$ cat config.mk
export PLATFORM = sky130hd
export DESIGN_NAME = fcs_host
export DESIGN_NICKNAME = d
export VERILOG_FILES = /design/src/rtl/fcs_pkg.sv /design/src/rtl/fcs_host.sv
export SDC_FILE = /design/constraint.sdc
export NUM_CORES = 1
export LEC_CHECK = 0
export BUFFER_PORTS_ARGS = -buffer_cell sky130_fd_sc_hd__buf_4
export CAP_MARGIN = 0
export CELL_PAD_IN_SITES_DETAIL_PLACEMENT = 1
export CELL_PAD_IN_SITES_GLOBAL_PLACEMENT = 2
export CORE_ASPECT_RATIO = 0.9
export CORE_MARGIN = 2
export CORE_UTILIZATION = 34
export DETAILED_ROUTE_END_ITERATION = 7
export PLACE_DENSITY_LB_ADDON = 0.1
export SLEW_MARGIN = 20
export SYNTH_ARGS = -nofsm -noshare
export SYNTH_HDL_FRONTEND = slang
export SYNTH_SLANG_ARGS = --single-unit
$ cat constraint.sdc
create_clock -name i_clk -period 3 [get_ports i_clk]
set_input_delay 0.15 -clock i_clk [delete_from_list [all_inputs] [get_ports i_clk]]
set_output_delay 0.15 -clock i_clk [all_outputs]
set_load 0.1 [all_outputs]
$ cat src/rtl/fcs_pkg.sv
// Package with command codes, unlock addresses and timing constants for the flash host
`default_nettype none
package fcs_pkg;
  localparam logic [7:0]  CMD_RESET     = 8'hF0;
  localparam logic [7:0]  CMD_UNLOCK1   = 8'hAA;
  localparam logic [7:0]  CMD_UNLOCK2   = 8'h55;
  localparam logic [7:0]  CMD_AUTOSEL   = 8'h90;
  localparam logic [7:0]  CMD_PROGRAM   = 8'hA0;
  localparam logic [7:0]  CMD_ERASE_SET = 8'h80;
  localparam logic [7:0]  CMD_CHIP_ERS  = 8'h10;
  localparam logic [7:0]  CMD_SECT_ERS  = 8'h30;
  localparam logic [14:0] ADDR_UNLOCK1  = 15'h5555;
  localparam logic [14:0] ADDR_UNLOCK2  = 15'h2AAA;
  localparam logic [7:0]  ASEL_MFR      = 8'h00;
  localparam logic [7:0]  ASEL_DEV      = 8'h01;
  localparam logic [7:0]  ASEL_PROT     = 8'h02;
  localparam int          SECT_LSB      = 14;
  localparam int          CLK_MHZ       = 125;
  // Bus cycle phase lengths, in clock cycles
  localparam int          SETUP_CYC     = 2;
  localparam int          STROBE_CYC    = 6;
  localparam int          HOLD_CYC      = 2;
  localparam int          READ_CYC      = 12;
  // Sector accumulation window, in ns; host keeps gaps well inside it
  localparam int          SECT_WIN_NS   = 50000;
  localparam int          SECT_GAP_NS   = 20000;
  localparam int          SECT_GAP_CYC  = (SECT_GAP_NS * CLK_MHZ) / 1000;
  localparam logic [3:0]  OP_READ       = 4'h0;
  localparam logic [3:0]  OP_RESET      = 4'h1;
  localparam logic [3:0]  OP_AUTOSEL    = 4'h2;
  localparam logic [3:0]  OP_PROGRAM    = 4'h3;
  localparam logic [3:0]  OP_CHIP_ERS   = 4'h4;
  localparam logic [3:0]  OP_SECT_ERS   = 4'h5;
  localparam logic [3:0]  OP_SECT_ADD   = 4'h6;
endpackage : fcs_pkg
`default_nettype wire

$ cat src/rtl/fcs_host.sv
// Host controller that issues command sequences and reads on a parallel flash bus
`default_nettype none
module fcs_host (
  // Clock and reset
  input  wire logic        i_clk,
  input  wire logic        i_rstn,
  // Command port
  input  wire logic        i_req,
  input  wire logic [3:0]  i_op,
  input  wire logic [16:0] i_addr,
  input  wire logic [7:0]  i_data,
  output logic             o_busy,
  output logic             o_done,
  output logic [7:0]       o_rdata,
  // Flash pins
  output logic [16:0]      o_fa,
  output logic [7:0]       o_dq_out,
  output logic             o_dq_oe,
  input  wire logic [7:0]  i_dq_in,
  output logic             o_ce_n,
  output logic             o_we_n,
  output logic             o_oe_n
);
  typedef enum logic [2:0] {
    FCS_IDLE  = 3'b000,
    FCS_SETUP = 3'b001,
    FCS_STRB  = 3'b011,
    FCS_HOLD  = 3'b010,
    FCS_GAP   = 3'b110,
    FCS_READ  = 3'b111
  } fcs_state_t;

  localparam int CNT_W = $clog2(fcs_pkg::SECT_GAP_CYC + 1);
  if (fcs_pkg::SECT_GAP_NS >= fcs_pkg::SECT_WIN_NS) begin : g_gap_chk
    $error("Sector gap must stay below the accumulation window");
  end

  fcs_state_t  state, next_state;
  logic [CNT_W-1:0] cnt, next_cnt;
  logic [2:0]  step, next_step;
  logic [2:0]  last, next_last;
  logic [16:0] addr, next_addr;
  logic [7:0]  data, next_data;
  logic [16:0] fa, next_fa;
  logic [7:0]  dq, next_dq;
  logic        dq_oe, next_dq_oe;
  logic        ce_n, next_ce_n, we_n, next_we_n, oe_n, next_oe_n;
  logic        busy, next_busy, done, next_done;
  logic [7:0]  rdata, next_rdata;
  logic        is_read;
  logic [3:0]  op, next_op;

  // Cycle table: unlock and command cycles leave bits 16 and 15 low, except the sector erase cycle, which carries the sector address
  function automatic logic [24:0] cyc(input logic [3:0] o, input logic [2:0] s,
                                      input logic [16:0] a, input logic [7:0] d);
    logic [16:0] ua1;
    logic [16:0] ua2;
    ua1 = {2'b00, fcs_pkg::ADDR_UNLOCK1};
    ua2 = {2'b00, fcs_pkg::ADDR_UNLOCK2};
    cyc = {ua1, fcs_pkg::CMD_RESET};
    unique case (s)
      3'd0: cyc = {ua1, fcs_pkg::CMD_UNLOCK1};
      3'd1: cyc = {ua2, fcs_pkg::CMD_UNLOCK2};
      3'd2: cyc = {ua1, (o == fcs_pkg::OP_AUTOSEL) ? fcs_pkg::CMD_AUTOSEL :
                        (o == fcs_pkg::OP_PROGRAM) ? fcs_pkg::CMD_PROGRAM :
                        fcs_pkg::CMD_ERASE_SET};
      3'd3: cyc = (o == fcs_pkg::OP_PROGRAM) ? {a, d} : {ua1, fcs_pkg::CMD_UNLOCK1};
      3'd4: cyc = {ua2, fcs_pkg::CMD_UNLOCK2};
      3'd5: cyc = (o == fcs_pkg::OP_SECT_ERS) ? {a[16:fcs_pkg::SECT_LSB], 14'h0000,
                                                   fcs_pkg::CMD_SECT_ERS}
                                               : {ua1, fcs_pkg::CMD_CHIP_ERS};
      default: cyc = {ua1, fcs_pkg::CMD_RESET};
    endcase
  endfunction : cyc

  assign is_read = (op == fcs_pkg::OP_READ);

  always_comb begin
    next_state = state;
    next_cnt   = cnt;
    next_step  = step;
    next_last  = last;
    next_addr  = addr;
    next_data  = data;
    next_fa    = fa;
    next_dq    = dq;
    next_dq_oe = dq_oe;
    next_ce_n  = ce_n;
    next_we_n  = we_n;
    next_oe_n  = oe_n;
    next_busy  = busy;
    next_done  = 1'b0;
    next_rdata = rdata;
    next_op    = op;
    unique case (state)
      FCS_IDLE: begin
        if (i_req) begin
          next_op   = i_op;
          next_addr = i_addr;
          next_data = i_data;
          next_busy = 1'b1;
          next_cnt  = '0;
          // Sequence lengths; reset also recovers auto-select and errors
          unique case (i_op)
            fcs_pkg::OP_RESET:    next_last = 3'd0;
            fcs_pkg::OP_AUTOSEL:  next_last = 3'd2;
            fcs_pkg::OP_PROGRAM:  next_last = 3'd3;
            fcs_pkg::OP_SECT_ADD: next_last = 3'd5;
            default:              next_last = 3'd5;
          endcase
          next_step = (i_op == fcs_pkg::OP_SECT_ADD) ? 3'd5 : 3'd0;
          if (i_op == fcs_pkg::OP_READ) begin
            next_fa   = i_addr; // Status or data, device decides
            next_ce_n = 1'b0;
            next_oe_n = 1'b0;
            next_dq_oe = 1'b1;
            next_state = FCS_READ;
          end else begin
            next_state = FCS_SETUP;
          end
        end
      end
      FCS_SETUP: begin
        // Address settles while output enable is high
        {next_fa, next_dq} = (op == fcs_pkg::OP_RESET) ? {17'h0_0000, fcs_pkg::CMD_RESET}
                           : (op == fcs_pkg::OP_SECT_ADD) ? cyc(fcs_pkg::OP_SECT_ERS, step, addr, data)
                           : cyc(op, step, addr, data);
        next_dq_oe = 1'b0;
        next_oe_n  = 1'b1;
        // Chip select leads the strobe so the later falling edge is never ambiguous
        next_ce_n  = 1'b0;
        next_cnt   = cnt + 1'b1;
        if (cnt == CNT_W'(fcs_pkg::SETUP_CYC - 1)) begin
          next_cnt   = '0;
          next_we_n  = 1'b0; // Address taken here
          next_state = FCS_STRB;
        end
      end
      FCS_STRB: begin
        next_cnt = cnt + 1'b1;
        if (cnt == CNT_W'(fcs_pkg::STROBE_CYC - 1)) begin
          next_cnt   = '0;
          next_we_n  = 1'b1; // Data taken on this rising edge
          next_state = FCS_HOLD;
        end
      end
      FCS_HOLD: begin
        next_cnt = cnt + 1'b1;
        if (cnt == CNT_W'(fcs_pkg::HOLD_CYC - 1)) begin
          next_cnt   = '0;
          next_ce_n  = 1'b1;
          next_dq_oe = 1'b1;
          if (step == last) begin
            // Program and erase need no host control after the last write
            next_busy  = 1'b0;
            next_done  = 1'b1;
            next_state = (op == fcs_pkg::OP_SECT_ERS || op == fcs_pkg::OP_SECT_ADD)
                         ? FCS_GAP : FCS_IDLE;
          end else begin
            next_step  = step + 3'd1;
            next_state = FCS_SETUP;
          end
        end
      end
      FCS_GAP: begin
        // Any request ends the safe gap early; otherwise it lasts SECT_GAP_CYC cycles
        next_cnt = cnt + 1'b1;
        if (i_req) begin
          next_state = FCS_IDLE;
        end
        if (cnt == CNT_W'(fcs_pkg::SECT_GAP_CYC - 1)) begin
          next_cnt   = '0;
          next_state = FCS_IDLE;
        end
      end
      FCS_READ: begin
        next_cnt = cnt + 1'b1;
        if (cnt == CNT_W'(fcs_pkg::READ_CYC - 1)) begin
          next_cnt   = '0;
          next_rdata = i_dq_in;
          next_ce_n  = 1'b1;
          next_oe_n  = 1'b1;
          next_busy  = 1'b0;
          next_done  = 1'b1;
          next_state = FCS_IDLE;
        end
      end
      default: next_state = FCS_IDLE;
    endcase
  end

  always_ff @(posedge i_clk or negedge i_rstn) begin
    if (!i_rstn) begin
      state <= FCS_IDLE;
      cnt   <= '0;
      step  <= 3'd0;
      last  <= 3'd0;
      addr  <= 17'h0_0000;
      data  <= 8'h00;
      fa    <= 17'h0_0000;
      dq    <= 8'h00;
      dq_oe <= 1'b1;
      ce_n  <= 1'b1;
      we_n  <= 1'b1;
      oe_n  <= 1'b1;
      busy  <= 1'b0;
      done  <= 1'b0;
      rdata <= 8'h00;
      op    <= 4'h0;
    end else begin
      state <= next_state;
      cnt   <= next_cnt;
      step  <= next_step;
      last  <= next_last;
      addr  <= next_addr;
      data  <= next_data;
      fa    <= next_fa;
      dq    <= next_dq;
      dq_oe <= next_dq_oe;
      ce_n  <= next_ce_n;
      we_n  <= next_we_n;
      oe_n  <= next_oe_n;
      busy  <= next_busy;
      done  <= next_done;
      rdata <= next_rdata;
      op    <= next_op;
    end
  end

  assign o_busy   = busy;
  assign o_done   = done;
  assign o_rdata  = rdata;
  assign o_fa     = fa;
  assign o_dq_out = dq;
  assign o_dq_oe  = dq_oe;
  assign o_ce_n   = ce_n;
  assign o_we_n   = we_n;
  assign o_oe_n   = oe_n;

  // Write strobe never low with output enable low
  a_write_inhibit_oe: assert property (@(posedge i_clk) disable iff (!i_rstn)
    !we_n |-> (oe_n && !ce_n)) else $error("write strobe with output enable low");
  a_data_driven_strobe: assert property (@(posedge i_clk) disable iff (!i_rstn)
    !we_n |-> !dq_oe) else $error("data not driven during write");
  a_addr_stable_strb: assert property (@(posedge i_clk) disable iff (!i_rstn)
    (!we_n && $past(!we_n)) |-> $stable(fa) && $stable(dq))
    else $error("address or data moved during strobe");
  a_strobe_width: assert property (@(posedge i_clk) disable iff (!i_rstn)
    $fell(we_n) |-> !we_n [*6] ##1 we_n) else $error("strobe width wrong");
  a_unlock_first: assert property (@(posedge i_clk) disable iff (!i_rstn)
    ($fell(we_n) && step == 3'd0 && op != fcs_pkg::OP_RESET && !is_read)
    |-> dq == fcs_pkg::CMD_UNLOCK1 && fa == 17'h0_5555)
    else $error("first unlock cycle wrong");
  a_unlock_second: assert property (@(posedge i_clk) disable iff (!i_rstn)
    ($fell(we_n) && step == 3'd1) |-> dq == fcs_pkg::CMD_UNLOCK2 && fa == 17'h0_2AAA)
    else $error("second unlock cycle wrong");
  a_reset_code: assert property (@(posedge i_clk) disable iff (!i_rstn)
    ($fell(we_n) && op == fcs_pkg::OP_RESET) |-> dq == fcs_pkg::CMD_RESET)
    else $error("reset code wrong");
  a_sect_code: assert property (@(posedge i_clk) disable iff (!i_rstn)
    ($fell(we_n) && step == 3'd5 && (op == fcs_pkg::OP_SECT_ERS || op == fcs_pkg::OP_SECT_ADD))
    |-> dq == fcs_pkg::CMD_SECT_ERS && fa[13:0] == 14'h0000)
    else $error("sector erase cycle wrong");
  a_read_done: assert property (@(posedge i_clk) disable iff (!i_rstn)
    $fell(oe_n) |-> ##[1:13] done) else $error("read did not finish");
  c_program: cover property (@(posedge i_clk) disable iff (!i_rstn)
    done && op == fcs_pkg::OP_PROGRAM);
  c_sect_add: cover property (@(posedge i_clk) disable iff (!i_rstn)
    done && op == fcs_pkg::OP_SECT_ADD);
  c_read: cover property (@(posedge i_clk) disable iff (!i_rstn) done && is_read);
endmodule : fcs_host
`default_nettype wire

## Yosys cells after proc, flatten, opt, wreduce, memory -nomap -nowiden

Cells that the tools add are included.

- Reduce and logical (&&, ||, !) cells: 26
- Muxes and demuxes: 55
- Add/subtract/negate cells: 2
- Equal/unequal tests: 33

Operators with widths:

| operator | count |
|---|---|
| 25-bit case mux with 5 select lines | 1 |
| 25-bit two-way mux | 4 |
| 25-bit case mux with 4 select lines | 1 |
| 12-bit two-way mux | 5 |
| 12-bit case mux with 5 select lines | 1 |
| 3-bit two-way mux | 14 |
| 17-bit two-way mux | 2 |
| 17-bit case mux with 2 select lines | 1 |
| 3-bit case mux with 6 select lines | 1 |
| 4-bit by 2-bit == test with 1-bit output, second input constant | 4 |
| 2-bit inequality test, second input constant | 8 |
| 1-bit two-way mux | 15 |
| 12-bit by 1-bit adder with 12-bit output, second input constant | 1 |
| 12-bit by 1-bit == test with 1-bit output, second input constant | 1 |
| 12-bit == test, second input constant | 1 |
| 12-bit by 3-bit == test with 1-bit output, second input constant | 1 |
| 12-bit by 4-bit == test with 1-bit output, second input constant | 1 |
| 3-bit by 2-bit == test with 1-bit output, second input constant | 4 |
| 3-bit == test, second input constant | 4 |
| 4-bit by 3-bit == test with 1-bit output, second input constant | 3 |
| 6-bit two-way mux | 2 |
| 4-bit AND reduction | 3 |
| 5-bit AND reduction | 2 |
| 1-bit case mux with 3 select lines | 3 |
| 20 further kinds | 33 |

- Input port bits: 40
- Register bits: 89

## Depth between registers and ports, before layout

- Depth in word-level cells: 7
- Mapped depth: 9
- Mapped depth without buffers: 7

## Worst setup path after synthesis

OpenSTA, ideal clock, no wires.

- Kind: flip-flop to flip-flop
- From: register step[0]
- To: register fa[11] (netlist: o_fa[11])
- Slack: 901 ps
- Required time: 2874 ps
- Data arrival time: 1973 ps
- Cell stages (with the launch flop): 9
- Path through: dfrtp_1 ha_1 ha_1 buf_2 nor4_1 a211o_1 buf_2 a2bb2oi_1 a21oi_1

- Word-level cells in the longest chain between the ends: 6

Ends and longest elaborated chain:

| what | RTL line | RTL |
|---|---|---|
| from (decl) | fcs_host.sv:40 | `logic [2:0] step, next_step;` |
| from (signal assigned) | fcs_host.sv:213 | `step <= next_step;` |
| 3-bit == test, or another cell as far along | fcs_host.sv:61 | `unique case (s)` |
| 2-bit OR reduction (no line) | n/a |  |
| 25-bit case mux with 5 select lines / 25-bit case mux with 4 select lines (equally long branches) | fcs_host.sv:61 |  |
| 25-bit two-way mux (*) | fcs_host.sv:126 | `: (op == fcs_pkg::OP_SECT_ADD) ? cyc(fcs_pkg::OP_SECT_ERS, step, addr, data)` |
| 25-bit two-way mux (*) | fcs_host.sv:125 | `{next_fa, next_dq} = (op == fcs_pkg::OP_RESET) ? {17'h0_0000, fcs_pkg::CMD_RESET}` |
| 17-bit case mux with 2 select lines (*) | fcs_host.sv:95 | `unique case (state)` |
| to (signal assigned) | fcs_host.sv:217 | `fa <= next_fa;` |
| to (decl) | fcs_host.sv:44 | `logic [16:0] fa, next_fa;` |

Every way passes the cells marked *; elsewhere a longest branch is shown, timed or not.
A chain may end at the register's enable or synchronous reset.

## Final worst setup path

- From: register step[2]
- To: register fa[13] (netlist: o_fa[13])

Same word-level chain as after synthesis.

==> metrics <==
CP cell instances=inv_1, ha_1, nor4_1, a211o_1, a2bb2oi_1, a21oi_1; CP Capture Type=register; outcome=finished, final reports clean; clk_lat worst skew=approximately 0.35 ns; area leader, netlist=dfrtp_1; first-pass GRT wire length=approximately 22 mm; gr ovfl total=0; Synth warnings=0; final setup margin=around 0.47 ns; CP max-delay cell=nor4_1; WL per Instance=between 15 and 20 um; RR Startpoint=step[2]; Final min period=about 2.5 ns; vias per inst=~5.3; Diodes inserted=0; RSZ-0062 raised after global routing=no; period utilization=between 80% and 90%; synth top area cells=dfrtp_1 45%, nand2_1 11%, a21oi_1 3.9%, o21ai_0 3.0%, nor2_1 2.5%; Setup CP Type=reg2reg; Die ar.=14,920 um^2; Final ANT Viol Nets=0; Setup Viol. Count Final=0; deepest clock path buffer count=2; Cell variety after synth=70; cts bufs inserted=9; Seq/Total Area, Yosys=roughly 47%; number of global-route vias before repair=approximately 4.2k; Post-CTS Resized=0; fin nets=650; area of the core=about 14,000 um^2; # port buffers=78; # DRC=0; H-tree lvl count=3; initial antenna violation count=0; worst hold path type=in2reg; largest net degree at the start of global routing=47; max incr delay on CP=0.72 ns; CTS Root Cell=clkbuf_16; Critical Path RT=approximately 3.2 ns; worst-margin pin slew=0.8664 ns; 1st-iter DRT viols=approximately 150; CP bufs+invs=1; floorplan row count=40; mean post-synth cell area=between 9 and 10 um^2; Max FO, Critical Path=11; hold path start=i_addr[15]; via count=slightly above 4k; max-cap viol count=0; top cell type's share of synthesized area=between 40% and 50%; Worst Path Arrival=2.75 ns; worst vdd ir=approximately 0.47 mV; Synth Instances=between 500 and 600; # IOs=about 80; clk slew on worst S/H paths=~0.060 ns; DR pass1 iterations=4; CP delay by family, top=compound AO/OA/AOI/OAI gates; initial core utilization=35.11%; Setup Skew=between 0.006 and 0.007 ns; Die Height=116.1 um; Rel. slew slack=around two fifths; Post-Syn Area=4745 um^2; All-Layer GR Usage=approximately a fifth; share of cells above drive strength 1=a little under a quarter; commonest non-fill, non-tap cell in the layout=nand2_1; Max Fclk=about 390 MHz; CP Launch Type=register; CTS tree=yes; Post-Syn Nets=570; Primary FF master, synth=dfrtp_1; dpl hpwl=about 9.5 mm; GPL Wtd Cong=0.7771; Leak Pwr=between 2 and 3 nW; total power per unit cell area=around 1300 nW/um^2; max-slew violation count=0; fillers=about 1.6k; fraction of registers with async set/reset=between 90% and 100%; DIE WIDTH=128.5 um; Detailed Route WL=13.43 mm; reg-to-reg slack, setup=0.47 ns; dpl ws=between 0.4 and 0.5 ns; count of final hold-check violations=0; most frequent cells in the layout=144 x nand2_1, 88 x buf_4, 85 x dfrtp_1; Yosys reg bits=89; P&R area growth vs syn=23.07%; Setup crit start=step[2]; CTS sink cnt=89; Final TNS setup=0 ns; EDFF count, synth=0
-- worst register-to-register path, stage by stage, from the launching register on --
cell and delay, ns:
dfrtp_1 0.57, inv_1 0.14, ha_1 0.23, nor4_1 0.72, a211o_1 0.45, a2bb2oi_1 0.20
a21oi_1 0.09
-- logic make-up after synthesis --
logic type                 after synthesis  share of synthesized area (%)
AOI/OAI and AO/OA                      122                          17.33
xor gates and xnor gates                 6                          1.108
adders and majority gates                7                          1.846
buffers and inverters                   42                          4.378
DFF                                     89                          47.05
muxes                                   15                          3.613
and+or+nand+nor                        242                          24.68
-- where the power goes --
| part | internal [mW] | switching [mW] |
|---|---|---|
| Combinational | 1.30 | 2.89 |
| Clock | 0.599 | 0.462 |
| Sequential | 1.70 | 0.464 |
| Total | 3.60 | 3.81 |
-- synthesized netlist by cell type (all sizes together) (5+ instances only) --
| master | instances |
|---|---|
| a21oi | 37 |
| o21ai | 28 |
| nor2b | 8 |
| inv | 11 |
| o22a | 10 |
| buf | 13 |
| nor3 | 9 |
| and3 | 5 |
| dfrtp | 85 |
| a31oi | 5 |
| nand2 | 144 |
| nor2 | 34 |
| and2 | 8 |
| mux2 | 11 |
| ha | 7 |
| nand4 | 6 |
| clkbuf | 18 |
| a2bb2oi | 7 |
-- sequential cells by signal (all words and copies together), names as in the netlist --
name / count
o_done: 1
o_dq_oe: 1
data: 8
addr: 17
o_busy: 1
o_rdata: 8
cnt: 12
state: 3
o_fa: 17
o_oe_n: 1
o_we_n: 1
last: 3
step: 3
o_ce_n: 1
op: 4
o_dq_out: 8
-- area by class of cell --
type	instances	area [um^2]	share of cell area, %
repair buffers	100	780.7	13.37
clock buffers	14	264.0	4.521
multi-input cells	392	2311	39.58
well taps	168	210.2	3.600
inverters	11	41.29	0.7071
flip-flops and latches	89	2232	38.23
-- layer usage --
metal  vias to the layer above  GRT usage (%)  routed length, um
li1                       1965              -                  -
met1                      2039          26.30               6543
met2                        69          31.03               6214
met3                        11          4.801                536
met4                         0          4.348                133
met5                         -              0                  0
-- metrics by stage --
| step | total power, mW | hold slack, ns | util (%) | std cells | instance area (um^2) |
|---|---|---|---|---|---|
| 2_1_floorplan | 5.361 | -0.1456 | - | 523 | 4745 |
| 3_3_place_gp | 6.307 | 0.2136 | 40.37 | 748 | 5455 |
| 3_5_place_dp | 6.391 | 0.2127 | 40.37 | 748 | 5455 |
| 4_1_cts | 7.499 | 0.000001638 | 43.21 | 774 | 5839 |
| 5_1_grt | 7.937 | 0.004403 | 43.21 | 774 | 5839 |
| 6_report | 7.411 | 0.009070 | 43.21 | 774 | 5839 |
-- final timing paths --
kind                              end  depth (start not counted)
setup / recovery             o_fa[13]                          6
hold / removal               addr[15]                          3
setup reg to reg             o_fa[13]                          6
hold reg to reg               addr[6]                          2
max in group asynchronous  o_rdata[2]                          3
min in group asynchronous      o_done                          2
-- timing repair --
action / in CTS / in global routing
hold buffers: 12 / 0
buffers inserted: 0 / 0
hold endpoints to repair: 50 / 0
No activity file was read; power rests on OpenSTA's default activity.
